## src/logic/lpm_params.svh

```systemverilog
// Constants of the low power mode controller
`ifndef LPM_PARAMS_SVH
`define LPM_PARAMS_SVH

`define LPM_ADR_W 8
`define LPM_OFF_SYS 8'h00
`define LPM_OFF_TICK 8'h04
`define LPM_OFF_IRQ 8'h08
`define LPM_OFF_STAT 8'h0C

`define LPM_BIT_FOSC 7
`define LPM_BIT_SOSC 6
`define LPM_BIT_CSEL 5
`define LPM_BIT_HALT 4
`define LPM_BIT_GATE 2
`define LPM_SYS_RST 8'h80

`define LPM_BIT_TEN 3
`define LPM_TSEL_W 3
`define LPM_TICK_RST 8'h00

`define LPM_IRQ_N 8
`define LPM_TICK_IDX 6
`define LPM_BIT_IMF 8
`define LPM_IRQ_RST 9'h000

`define LPM_PC_W 16
`define LPM_PC_ADV 16'h0002

`endif

```

## src/logic/lpm_pkg.sv

```systemverilog
// Types of the low power mode controller
package lpm_pkg;

  typedef enum logic [1:0] {
    LPM_FAST_ONLY,
    LPM_DUAL_FAST,
    LPM_SLOW_FAST_ON,
    LPM_SLOW_ONLY
  } lpm_mode_t;

  typedef enum logic [1:0] {
    LPM_ST_RUN,
    LPM_ST_HALT,
    LPM_ST_GATED
  } lpm_state_t;

  typedef struct packed {
    logic cpu_stop;
    logic wdt_stop;
    logic periph_clk_en;
    logic tick_clk_en;
    logic hold_state;
  } lpm_pwr_t;

  typedef struct packed {
    logic fast_osc_en;
    logic slow_osc_en;
    logic main_clk_sel;
  } lpm_osc_t;

endpackage

```

## src/logic/lpm_ctrl.sv

```systemverilog
// Low power mode controller with classic Wishbone register slave
//
// Design decisions made here: the Wishbone slave port and the register offsets.
`timescale 1ns/1ps
`include "lpm_params.svh"

module lpm_ctrl #(
  parameter int IRQ_N = `LPM_IRQ_N,
  parameter int TICK_N = 8
) (
  input wire logic clk_i, // 40 MHz system clock
  input wire logic rst_i, // Synchronous reset, high
  input wire logic wb_cyc_i, // Bus cycle
  input wire logic wb_stb_i, // Strobe
  input wire logic wb_we_i, // Write enable
  input wire logic [`LPM_ADR_W-1:0] wb_adr_i, // Byte address
  input wire logic [3:0] wb_sel_i, // Byte lanes
  input wire logic [31:0] wb_dat_i, // Write data
  output logic [31:0] wb_dat_o, // Read data
  output logic wb_ack_o, // Acknowledge
  input wire logic [IRQ_N-1:0] irq_pend_i, // Pending interrupt latches
  input wire logic wdt_irq_i, // Watchdog interrupt pending
  input wire logic [TICK_N-1:0] tick_src_i, // Tick source clocks, async
  input wire logic [`LPM_PC_W-1:0] start_addr_i, // Address of current instruction
  output lpm_pkg::lpm_pwr_t pwr_o, // Clock and stall controls
  output lpm_pkg::lpm_osc_t osc_o, // Oscillator controls
  output logic [`LPM_PC_W-1:0] resume_pc_o, // Held program counter
  output logic vector_o, // Interrupt service request pulse
  output logic tick_irq_set_o // Tick pending latch set pulse
);
  import lpm_pkg::*;

  localparam int TW = $clog2(TICK_N);

  logic [7:0] sys_q;
  logic [7:0] tick_q;
  logic [8:0] irq_q;
  logic ack_q;
  logic [31:0] rdat_q;
  lpm_state_t state_q;
  lpm_mode_t entry_mode_q;
  lpm_pwr_t pwr_q;
  logic [`LPM_PC_W-1:0] pc_q;
  logic vec_q;
  logic tset_q;
  logic [TICK_N-1:0] tsync1_q;
  logic [TICK_N-1:0] tsync2_q;
  logic tprev_q;

  logic bus_req;
  logic wr;
  logic tick_cur;
  logic tick_fall;
  logic req_any;
  logic enter_go;
  logic wdt_block;
  logic halt_wake;
  logic gated_vec;
  lpm_mode_t mode_now;
  lpm_state_t state_d;

  function automatic logic [1:0] reg_index(input logic [`LPM_ADR_W-1:0] a);
    unique case (a)
      `LPM_OFF_SYS: reg_index = 2'h0;
      `LPM_OFF_TICK: reg_index = 2'h1;
      `LPM_OFF_IRQ: reg_index = 2'h2;
      default: reg_index = 2'h3;
    endcase
  endfunction

  function automatic logic reg_hit(input logic [`LPM_ADR_W-1:0] a);
    reg_hit = (a == `LPM_OFF_SYS) || (a == `LPM_OFF_TICK) || (a == `LPM_OFF_IRQ) ||
              (a == `LPM_OFF_STAT);
  endfunction

  assign bus_req = wb_cyc_i && wb_stb_i && !ack_q;
  assign wr = bus_req && wb_we_i;

  // Run mode from oscillator and clock select bits
  always_comb begin
    if (!sys_q[`LPM_BIT_CSEL]) begin
      mode_now = sys_q[`LPM_BIT_SOSC] ? LPM_DUAL_FAST : LPM_FAST_ONLY;
    end else begin
      mode_now = sys_q[`LPM_BIT_FOSC] ? LPM_SLOW_FAST_ON : LPM_SLOW_ONLY;
    end
  end

  // Tick source edge, both synchroniser stages before use
  assign tick_cur = tsync2_q[tick_q[TW-1:0]];
  assign tick_fall = tprev_q && !tick_cur;

  assign req_any = sys_q[`LPM_BIT_HALT] || sys_q[`LPM_BIT_GATE];
  assign wdt_block = (state_q == LPM_ST_RUN) && req_any && wdt_irq_i;
  assign enter_go = (state_q == LPM_ST_RUN) && req_any && !wdt_irq_i;
  assign halt_wake = |(irq_pend_i & irq_q[IRQ_N-1:0]);
  assign gated_vec = irq_q[`LPM_BIT_IMF] && irq_q[`LPM_TICK_IDX] &&
                     tick_q[`LPM_BIT_TEN];

  always_comb begin
    state_d = state_q;
    unique case (state_q)
      LPM_ST_RUN: begin
        if (enter_go && sys_q[`LPM_BIT_GATE]) begin
          state_d = LPM_ST_GATED;
        end else if (enter_go) begin
          state_d = LPM_ST_HALT;
        end
      end
      LPM_ST_HALT: begin
        if (halt_wake) begin
          state_d = LPM_ST_RUN;
        end
      end
      LPM_ST_GATED: begin
        if (tick_fall) begin
          state_d = LPM_ST_RUN;
        end
      end
      default: state_d = LPM_ST_RUN;
    endcase
  end

  always_ff @(posedge clk_i) begin
    if (rst_i) begin
      state_q <= LPM_ST_RUN;
    end else begin
      state_q <= state_d;
    end
  end

  // Variant follows the run mode at request time
  always_ff @(posedge clk_i) begin
    if (rst_i) begin
      entry_mode_q <= LPM_FAST_ONLY;
    end else if (enter_go) begin
      entry_mode_q <= mode_now;
    end
  end

  // System control register; software write wins over hardware clear
  always_ff @(posedge clk_i) begin
    if (rst_i) begin
      sys_q <= `LPM_SYS_RST;
    end else if (wr && wb_sel_i[0] && reg_index(wb_adr_i) == 2'h0) begin
      sys_q <= wb_dat_i[7:0];
    end else if (wdt_block) begin
      sys_q[`LPM_BIT_HALT] <= 1'b0;
      sys_q[`LPM_BIT_GATE] <= 1'b0;
    end else if (state_q == LPM_ST_HALT && halt_wake) begin
      sys_q[`LPM_BIT_HALT] <= 1'b0;
    end else if (state_q == LPM_ST_GATED && tick_fall) begin
      sys_q[`LPM_BIT_GATE] <= 1'b0;
    end
  end

  always_ff @(posedge clk_i) begin
    if (rst_i) begin
      tick_q <= `LPM_TICK_RST;
    end else if (wr && wb_sel_i[0] && reg_index(wb_adr_i) == 2'h1) begin
      tick_q <= wb_dat_i[7:0];
    end
  end

  always_ff @(posedge clk_i) begin
    if (rst_i) begin
      irq_q <= `LPM_IRQ_RST;
    end else if (wr && reg_index(wb_adr_i) == 2'h2) begin
      if (wb_sel_i[0]) begin
        irq_q[7:0] <= wb_dat_i[7:0];
      end
      if (wb_sel_i[1]) begin
        irq_q[`LPM_BIT_IMF] <= wb_dat_i[`LPM_BIT_IMF];
      end
    end
  end

  // Wishbone answer one cycle after the request
  always_ff @(posedge clk_i) begin
    if (rst_i) begin
      ack_q <= 1'b0;
      rdat_q <= 32'h0000_0000;
    end else begin
      ack_q <= bus_req;
      rdat_q <= 32'h0000_0000;
      if (bus_req && !wb_we_i && reg_hit(wb_adr_i)) begin
        unique case (reg_index(wb_adr_i))
          2'h0: rdat_q[7:0] <= sys_q;
          2'h1: rdat_q[7:0] <= tick_q;
          2'h2: rdat_q[8:0] <= irq_q;
          default: rdat_q[3:0] <= {entry_mode_q, state_q};
        endcase
      end
    end
  end

  always_ff @(posedge clk_i) begin
    if (rst_i) begin
      tsync1_q <= '0;
      tsync2_q <= '0;
      tprev_q <= 1'b0;
    end else begin
      tsync1_q <= tick_src_i;
      tsync2_q <= tsync1_q;
      tprev_q <= tick_cur;
    end
  end

  // Stall and peripheral clock controls follow the next state; tick clock enable stays on
  always_ff @(posedge clk_i) begin
    if (rst_i) begin
      pwr_q <= '{cpu_stop: 1'b0, wdt_stop: 1'b0, periph_clk_en: 1'b1,
                 tick_clk_en: 1'b1, hold_state: 1'b0};
    end else begin
      pwr_q.cpu_stop <= (state_d != LPM_ST_RUN);
      pwr_q.wdt_stop <= (state_d != LPM_ST_RUN);
      pwr_q.periph_clk_en <= (state_d != LPM_ST_GATED);
      pwr_q.tick_clk_en <= 1'b1;
      pwr_q.hold_state <= (state_d != LPM_ST_RUN);
    end
  end

  always_ff @(posedge clk_i) begin
    if (rst_i) begin
      pc_q <= '0;
    end else if (enter_go) begin
      pc_q <= start_addr_i + `LPM_PC_ADV;
    end
  end

  always_ff @(posedge clk_i) begin
    if (rst_i) begin
      vec_q <= 1'b0;
      tset_q <= 1'b0;
    end else begin
      vec_q <= (state_q == LPM_ST_HALT && halt_wake && irq_q[`LPM_BIT_IMF]) ||
               (state_q == LPM_ST_GATED && tick_fall && gated_vec) ||
               wdt_block;
      tset_q <= enter_go && sys_q[`LPM_BIT_GATE] && tick_q[`LPM_BIT_TEN];
    end
  end

  assign wb_ack_o = ack_q;
  assign wb_dat_o = rdat_q;
  assign pwr_o = pwr_q;
  assign osc_o = '{fast_osc_en: sys_q[`LPM_BIT_FOSC], slow_osc_en: sys_q[`LPM_BIT_SOSC],
                   main_clk_sel: sys_q[`LPM_BIT_CSEL]};
  assign resume_pc_o = pc_q;
  assign vector_o = vec_q;
  assign tick_irq_set_o = tset_q;
endmodule // lpm_ctrl

```

## config.mk

```make
export PLATFORM = sky130hd
export DESIGN_NAME = lpm_ctrl
export DESIGN_NICKNAME = d
export VERILOG_FILES = /design/src/logic/lpm_pkg.sv /design/src/logic/lpm_ctrl.sv
export VERILOG_INCLUDE_DIRS = /design/src /design/src/logic
export SDC_FILE = /design/constraint.sdc
export NUM_CORES = 1
export LEC_CHECK = 0
export BUFFER_PORTS_ARGS = -buffer_cell sky130_fd_sc_hd__buf_2
export CAP_MARGIN = 30
export CORE_ASPECT_RATIO = 1.4
export CORE_UTILIZATION = 30
export DETAILED_ROUTE_END_ITERATION = 8
export SETUP_SLACK_MARGIN = 0.3
export SYNTH_ARGS = -nofsm -noshare
export SYNTH_HDL_FRONTEND = slang
export SYNTH_SLANG_ARGS = --single-unit
```

## constraint.sdc

```tcl
create_clock -name clk_i -period 3.47 [get_ports clk_i]
set_input_delay 0.694 -clock clk_i [delete_from_list [all_inputs] [get_ports clk_i]]
set_output_delay 0.694 -clock clk_i [all_outputs]
set_load 0.01 [all_outputs]
```

==> results by group, run 1 <==
Run status
  • Status: complete, no violations

Placement
  • IO buf count: around 90
  • Place WS: 1.03 ns
  • Post-DP HPWL: 5590 um
  • Gp weighted congestion: 0.811

Logic synthesis
  • Primary FF master, synth: dfxtp_1
  • Post-synthesis async set-or-reset flop share: 0
  • Sequential area share after synthesis: 0.452
  • Synthesized flop and latch total: 76
  • Synthesized instance count: 359
  • Cell variety after synth: 48
  • Number of synthesized flops with an enable pin: 0
  • Syn Area/Cell: 9.37 um^2
  • Synth Warn #: 0
  • Mapped Area: around 0.0034 mm^2

STA
  • Fin. max-slew vios: 0
  • Final setup fails: 0
  • Post-layout minimum cycle time: 2.09 ns
  • Fmax: 0.478 GHz
  • Final period util: 0.603
  • Clock skew: approximately 0.0046 ns
  • Worst slew margin: 0.441
  • Min Hold Slack: 0.431 ns
  • Total negative slack: 0 ns
  • Worst-margin pin slew: 0.832 ns
  • RSZ-0062 raised after global routing: false
  • Final hold violation count: 0
  • Fin worst setup slack: 1.38 ns

Setup path
  • Crit path cell chain: buf_2 > inv_1 > nor4_4 > mux2i_1 > nor2_1
  • CP arrival: 2.28 ns
  • Internal reg-to-reg setup slack: 1.59 ns
  • Largest delay contributor family on the critical path: simple AND/OR/NAND/NOR gates
  • Crit-path max FO: 15
  • Worst R2R End: irq_q[0]
  • R2R depth: 5
  • Crit path kind: input pin to register
  • Slowest-stage cell, CP: nor4_4
  • Crit. End Element: register
  • Worst r2r src: wb_ack_o
  • Buf+Inv Stages, Crit Path: 2
  • Slowest cell delay on critical path: approximately 0.77 ns
  • CP Data Required Time: 3.66 ns
  • Critical path launch point type: input pin

Clocking
  • Cts hold-fix bufs: 0
  • H-tree Lvls: 3
  • Clock sink count: 76
  • Clock Tree Buf Depth: 2
  • Inserted Clock Buffers: 9
  • Worst skew pair latency: 0.33 ns
  • CTS tree: yes
  • Setup bufs post-CTS: 0
  • Root buffer cell: clkbuf_16
  • Resize count post-CTS: 0
  • Clk pin slew, worst setup/hold paths: approximately 0.05 ns

Die
  • Core Rows: between 40 and 50
  • DIE WIDTH: 91.5 um
  • Initial core utilization: 0.309
  • Core area: 0.0109 mm^2
  • IO Pins: roughly 140
  • Full die area: 0.0116 mm^2
  • Die height: roughly 130 um

Route
  • DRT iter0 DRCs: 83
  • DR top layer: met5
  • Final antenna-violating net count: 0
  • # DRC: 0
  • Routed wl met2: around 3900 um
  • Detailed-route via count: 2662
  • Pre-Repair DR Iteration Count: 4
  • Vias per inst: 4.55
  • Wl on met1: 3040 um
  • Routed wl met3: ~470 um
  • Final wirelength: ~7500 um
  • Wire per inst: 12.9 um

Global route
  • Gr usage total: 0.129
  • Largest net degree at the start of global routing: 36
  • GRT overflow: 0
  • Initial antenna violation count: 1
  • Vias in the first global route: 2436
  • First-pass GRT wire length: 11600 um

Finish
  • Area grow syn2layout: 22.6%
  • Filler cells: 1120
  • Ant. Diodes: 0
  • Nets: 524
  • Share of post-route cells with drive strength above 1: 0.268
  • Register Area: 0.00152 mm^2
  • Area of the multi-input gates: about 0.0016 mm^2

Worst hold path
  • Min-delay worst type: register to register
  • Worst Min Path Start: tsync1_q[3]
  • Hold depth: 1
  • Hold Path End: tsync2_q[3]

Pwr
  • Power density cells: 463 mW/mm^2
  • VDD IR-drop max: 0.000260 V
  • LEAKAGE: between 0.0015 and 0.002 uW

Job
  • Max cap viols: 0
[cell families (layout without fill, tap and decap cells)]
group,Yosys count,count (layout),share of synthesized area
compound gates,45,45,0.0956
xor+xnor,11,11,0.0286
fa+ha+maj,1,1,0.00372
buf+inv,51,114,0.0908
flops,76,76,0.452
mux,38,38,0.114
other cells,2,24,0.00223
simple gates,135,135,0.213
[area by class of cell]
type	count	share of cell area
tap	141	0.0428
clock buffer	12	0.0622
clock inverter	2	0.00850
multi-input combinational	254	0.396
timing repair buffer	94	0.116
sequential	76	0.369
inverter	6	0.00546
[routing by layer]
layer | up-vias | track usage
met1 | 1210 | 0.138
li1 | 1354 | -
met2 | 84 | 0.233
met3 | 12 | 0.0411
met4 | 2 | 0.0551
met5 | - | 0
[per-stage QoR]
stage,instances,instance area [um^2],power (uW),util
2_1_floorplan,381,3450,980,-
4_1_cts,585,4120,1940,0.380
5_1_grt,585,4120,1980,0.380
3_5_place_dp,571,3830,1010,0.353
6_report,585,4120,1910,0.380
3_3_place_gp,571,3830,1010,0.353
[layout by cell type, fill, tap and decap left out, types with 5 or more instances in the layout]
cell type   n
dfxtp_1    76
conb_1     24
nand2_1    11
mux2i_1    36
nand3b_1    5
xor2_1      7
nor2b_1    20
inv_1       6
a211oi_1   17
buf_2      91
nand3_1    10
nor2_1     63
a21oi_1     7
clkbuf_16   9
[power breakdown]
part           internal [uW]  switching (uW)  total, uW
combinational           42.3            66.9        109
clock                    586             329        915
sequential               882            1.98        884
total                   1510             398       1910
[how the worst max path moves through the flow]
stage | cells after the start | to | start
6_report | 5 | irq_q[0] | wb_adr_i[3]
5_1_grt | 5 | irq_q[0] | wb_adr_i[3]
4_1_cts | 5 | irq_q[7] | wb_adr_i[3]
3_5_place_dp | 5 | irq_q[7] | wb_adr_i[3]
3_3_place_gp | 5 | irq_q[0] | wb_adr_i[3]
2_1_floorplan | 5 | irq_q[0] | wb_adr_i[1]
[cells in the mapped netlist (all sizes together), types with 2 or more instances]
| library cell | n | area (um^2) |
|---|---|---|
| a211oi | 17 | 128 |
| a21oi | 7 | 35.0 |
| a22oi | 4 | 30.0 |
| a311oi | 2 | 17.5 |
| a41oi | 2 | 17.5 |
| and3 | 2 | 12.5 |
| and4 | 2 | 17.5 |
| buf | 36 | 249 |
| clkbuf | 9 | 33.8 |
| conb | 2 | 7.51 |
| dfxtp | 76 | 1520 |
| inv | 6 | 22.5 |
| mux2 | 2 | 22.5 |
| mux2i | 36 | 360 |
| nand2 | 13 | 58.8 |
| nand3 | 10 | 50.1 |
| nand3b | 5 | 37.5 |
| nand4 | 3 | 18.8 |
| nor2 | 63 | 236 |
| nor2b | 20 | 125 |
| nor3 | 4 | 31.3 |
| nor4 | 5 | 67.6 |
| o21ai | 4 | 20.0 |
| o22ai | 2 | 12.5 |
| or3 | 2 | 12.5 |
| xnor2 | 4 | 35.0 |
| xor2 | 7 | 61.3 |
[worst register-to-register path: stages (launching register included)]
cell,delay (ns)
dfxtp_1,0.31
and4b_1,0.28
nand2_2,0.12
nor4_4,0.72
mux2i_1,0.26
nor2_1,0.05
[sequential cells by signal, summed over array words and instances, names as in the netlist]
name	cells
wb_ack_o	1
sys_q	8
entry_mode_q	2
tick_irq_set_o	1
wb_dat_o	9
tsync1_q	8
tprev_q	1
pwr_o	2
resume_pc_o	16
irq_q	9
tick_q	8
state_q	2
tsync2_q	8
vector_o	1
Note: power is estimated with default switching activity, not from simulation.
==> run 2, diff against run 1 <==
==> constraint.sdc (replaced) <==
create_clock -name clk_i -period 1.8 [get_ports clk_i]
set_input_delay 0.36 -clock clk_i [delete_from_list [all_inputs] [get_ports clk_i]]
set_output_delay 0.36 -clock clk_i [all_outputs]
set_load 0.01 [all_outputs]
==> run 2 against run 1 <==
Against the previous run: total power increased by 91%; count of clock-buffer cells in the layout rose by 2; flip-flop and latch count stayed put; utilization grew 2.5 points; final area increased by 6.7%; wire length rose by 6.2%; register-to-register slack worse by 1.3 ns; clock skew shrank 0.0015 ns; critical path type unchanged; critical endpoint is now sys_q[2]; highest routed layer unchanged.
==> results by group, run 2 (same netlist as run 1, synthesis figures left out) <==
Run status
  • Status: complete, no violations

STA
  • Clock skew: 0.00311 ns (-0.00150 ns)
  • RSZ-0062 raised after global routing: true
  • Post-layout minimum cycle time: between 1.5 and 2 ns
  • Total negative slack: 0 ns (unchanged)
  • Final hold violation count: 0 (unchanged)
  • Fin worst setup slack: 0.254 ns (-1.12 ns)
  • Final setup fails: 0 (unchanged)
  • Fin. max-slew vios: 0 (unchanged)
  • Final period util: 0.859
  • Fmax: about 0.65 GHz

Finish
  • Nets: 543 (+3.6%)
  • Commonest non-fill, non-tap cell in the layout: buf_2
  • Max reg flops: 16 (unchanged)
  • Share of post-route cells with drive strength above 1: 0.323 (+0.0546)
  • Fin area: 0.00440 mm^2 (+6.7%)
  • Area grow syn2layout: 30.8%
  • Final Instance Count excl. Fillers: 606 (+3.6%)
  • Util after Layout: 0.405 (+0.0254)
  • Ant. Diodes: 0 (unchanged)
  • Commonest non-fill, non-tap cells in the layout: buf_2 (89), dfxtp_1 (72), nor2_1 (62), mux2i_1 (34), conb_1 (24)

Global route
  • First-pass GRT wire length: 12400 um (+6.6%)
  • GRT overflow: 0 (unchanged)
  • Initial antenna violation count: 1 (unchanged)
  • Largest net degree at the start of global routing: 42 (+17%)
  • Gr usage total: 0.138 (+0.00831)
  • Vias in the first global route: 2626 (+7.8%)

Die
  • IO Pins: 141 (unchanged)
  • Core Rows: 45 (unchanged)
  • Core area: 0.0109 mm^2 (unchanged)
  • Die height: 127 um (unchanged)
  • Full die area: 0.0116 mm^2 (unchanged)
  • Initial core utilization: 0.309 (unchanged)
  • DIE WIDTH: 91.5 um (unchanged)

Setup path
  • CP arrival: 1.77 ns (-0.51 ns)
  • Critical path launch point type: input pin
  • Worst R2R End: sys_q[2]
  • Worst r2r src: wb_ack_o
  • Crit-path max FO: 5 (-10)
  • Internal reg-to-reg setup slack: 0.26 ns (-1.33 ns)
  • R2R depth: 6 (+1)
  • Crit. End Element: register
  • Crit path kind: input pin to register
  • CP Data Required Time: 2.02 ns (-1.64 ns)

Job
  • Max cap viols: 0 (unchanged)

Clocking
  • Inserted Clock Buffers: 9 (unchanged)
  • Clock sink count: 76 (unchanged)
  • Root buffer cell: clkbuf_16
  • CTS tree: yes
  • Clock Tree Buf Depth: 2 (unchanged)
  • Clk pin slew, worst setup/hold paths: 0.05 ns (about the same)
  • Worst skew pair latency: 0.33 ns (about the same)
  • H-tree Lvls: 3 (unchanged)

Placement
  • Gp weighted congestion: 0.823 (+1.4%)
  • Post-DP HPWL: 5700 um (+2.1%)
  • IO buf count: 91 (unchanged)
  • Post-Place Cells: 583 (+2.1%)
  • Place WS: -0.0450 ns (-1.08 ns)
  • DP Area: 0.00395 mm^2 (+3.0%)

Pwr
  • LEAKAGE: 0.00179 uW (+7.6%)
  • Power density cells: 830 mW/mm^2 (+79%)
  • VDD IR-drop max: 0.000450 V (+73%)

Worst hold path
  • Worst Min Path Start: tick_src_i[7]
  • Hold Path End: tsync1_q[7]
  • Min-delay worst type: input pin to register
  • Hold depth: 2 (+1)

Route
  • Final wirelength: 7990 um (+6.2%)
  • Wire per inst: 13.2 um (+2.5%)
  • # DRC: 0 (unchanged)
  • Detailed-route via count: 2781 (+4.5%)
  • Final antenna-violating net count: 0 (unchanged)
  • Pre-Repair DR Iteration Count: 4 (unchanged)
  • Vias per inst: 4.59 (+0.85%)
  • DRT iter0 DRCs: 86 (+3.6%)
## run 2: worst max-delay path: stages
cell,delay (ns)
buf_6,0.09
nor4_4,0.31
nand2_4,0.09
buf_6,0.13
nor4_4,0.31
buf_6,0.20
a211oi_2,0.05
a31o_2,0.22
## run 2: worst max path at each step
stage | startpoint | to | slack [ns] | depth (start not counted)
after global routing | wb_adr_i[6] | sys_q[6] | 0.18 | 8
after floorplan | wb_adr_i[1] | irq_q[0] | 0.16 | 5
after global placement | wb_adr_i[1] | sys_q[2] | 0.02 | 8
after detailed placement | wb_adr_i[1] | sys_q[2] | -0.04 | 8
after CTS | wb_adr_i[6] | sys_q[2] | 0.26 | 8
final | wb_adr_i[6] | sys_q[2] | 0.25 | 8
## run 2: what timing repair did
action | CTS | global route
hold buffers | 0 | 0
endpoints found under the setup margin | 30 | 38
setup buffers | 1 | 4
resized for setup | 17 | 11
pin swaps | 6 | 3
gates cloned | 1 | 1
## run 2: layout make-up
class                   count  area (um^2)
clock inverters             2         35.0
well taps                 141          176
inverters                   6         22.5
repair buffers            113          699
clock buffers              14          244
flip-flops and latches     76         1530
multi-input cells         254         1700
fillers                  1116         6470
## run 2: stage by stage
step                      power, uW  hold WS, ns
after floorplan                1890        0.414
after global placement         1960        0.428
after detailed placement       1960        0.429
after CTS                      3700        0.231
after global routing           3800        0.237
final                          3650        0.243
## run 2: routing by layer
layer | up-vias | part of all wire | track usage
met3 | 16 | 0.058 | 0.0470
met1 | 1287 | 0.41 | 0.144
met5 | - | 0.0016 | 0
li1 | 1389 | - | -
met4 | 2 | 0.023 | 0.0635
met2 | 87 | 0.51 | 0.246
## run 2: report_power, final
| part | leakage (uW) | internal [uW] | switching, uW |
|---|---|---|---|
| sequential | 0.000618 | 1700 | 3.98 |
| clock | 0.000135 | 1070 | 644 |
| combinational | 0.00103 | 92.6 | 137 |
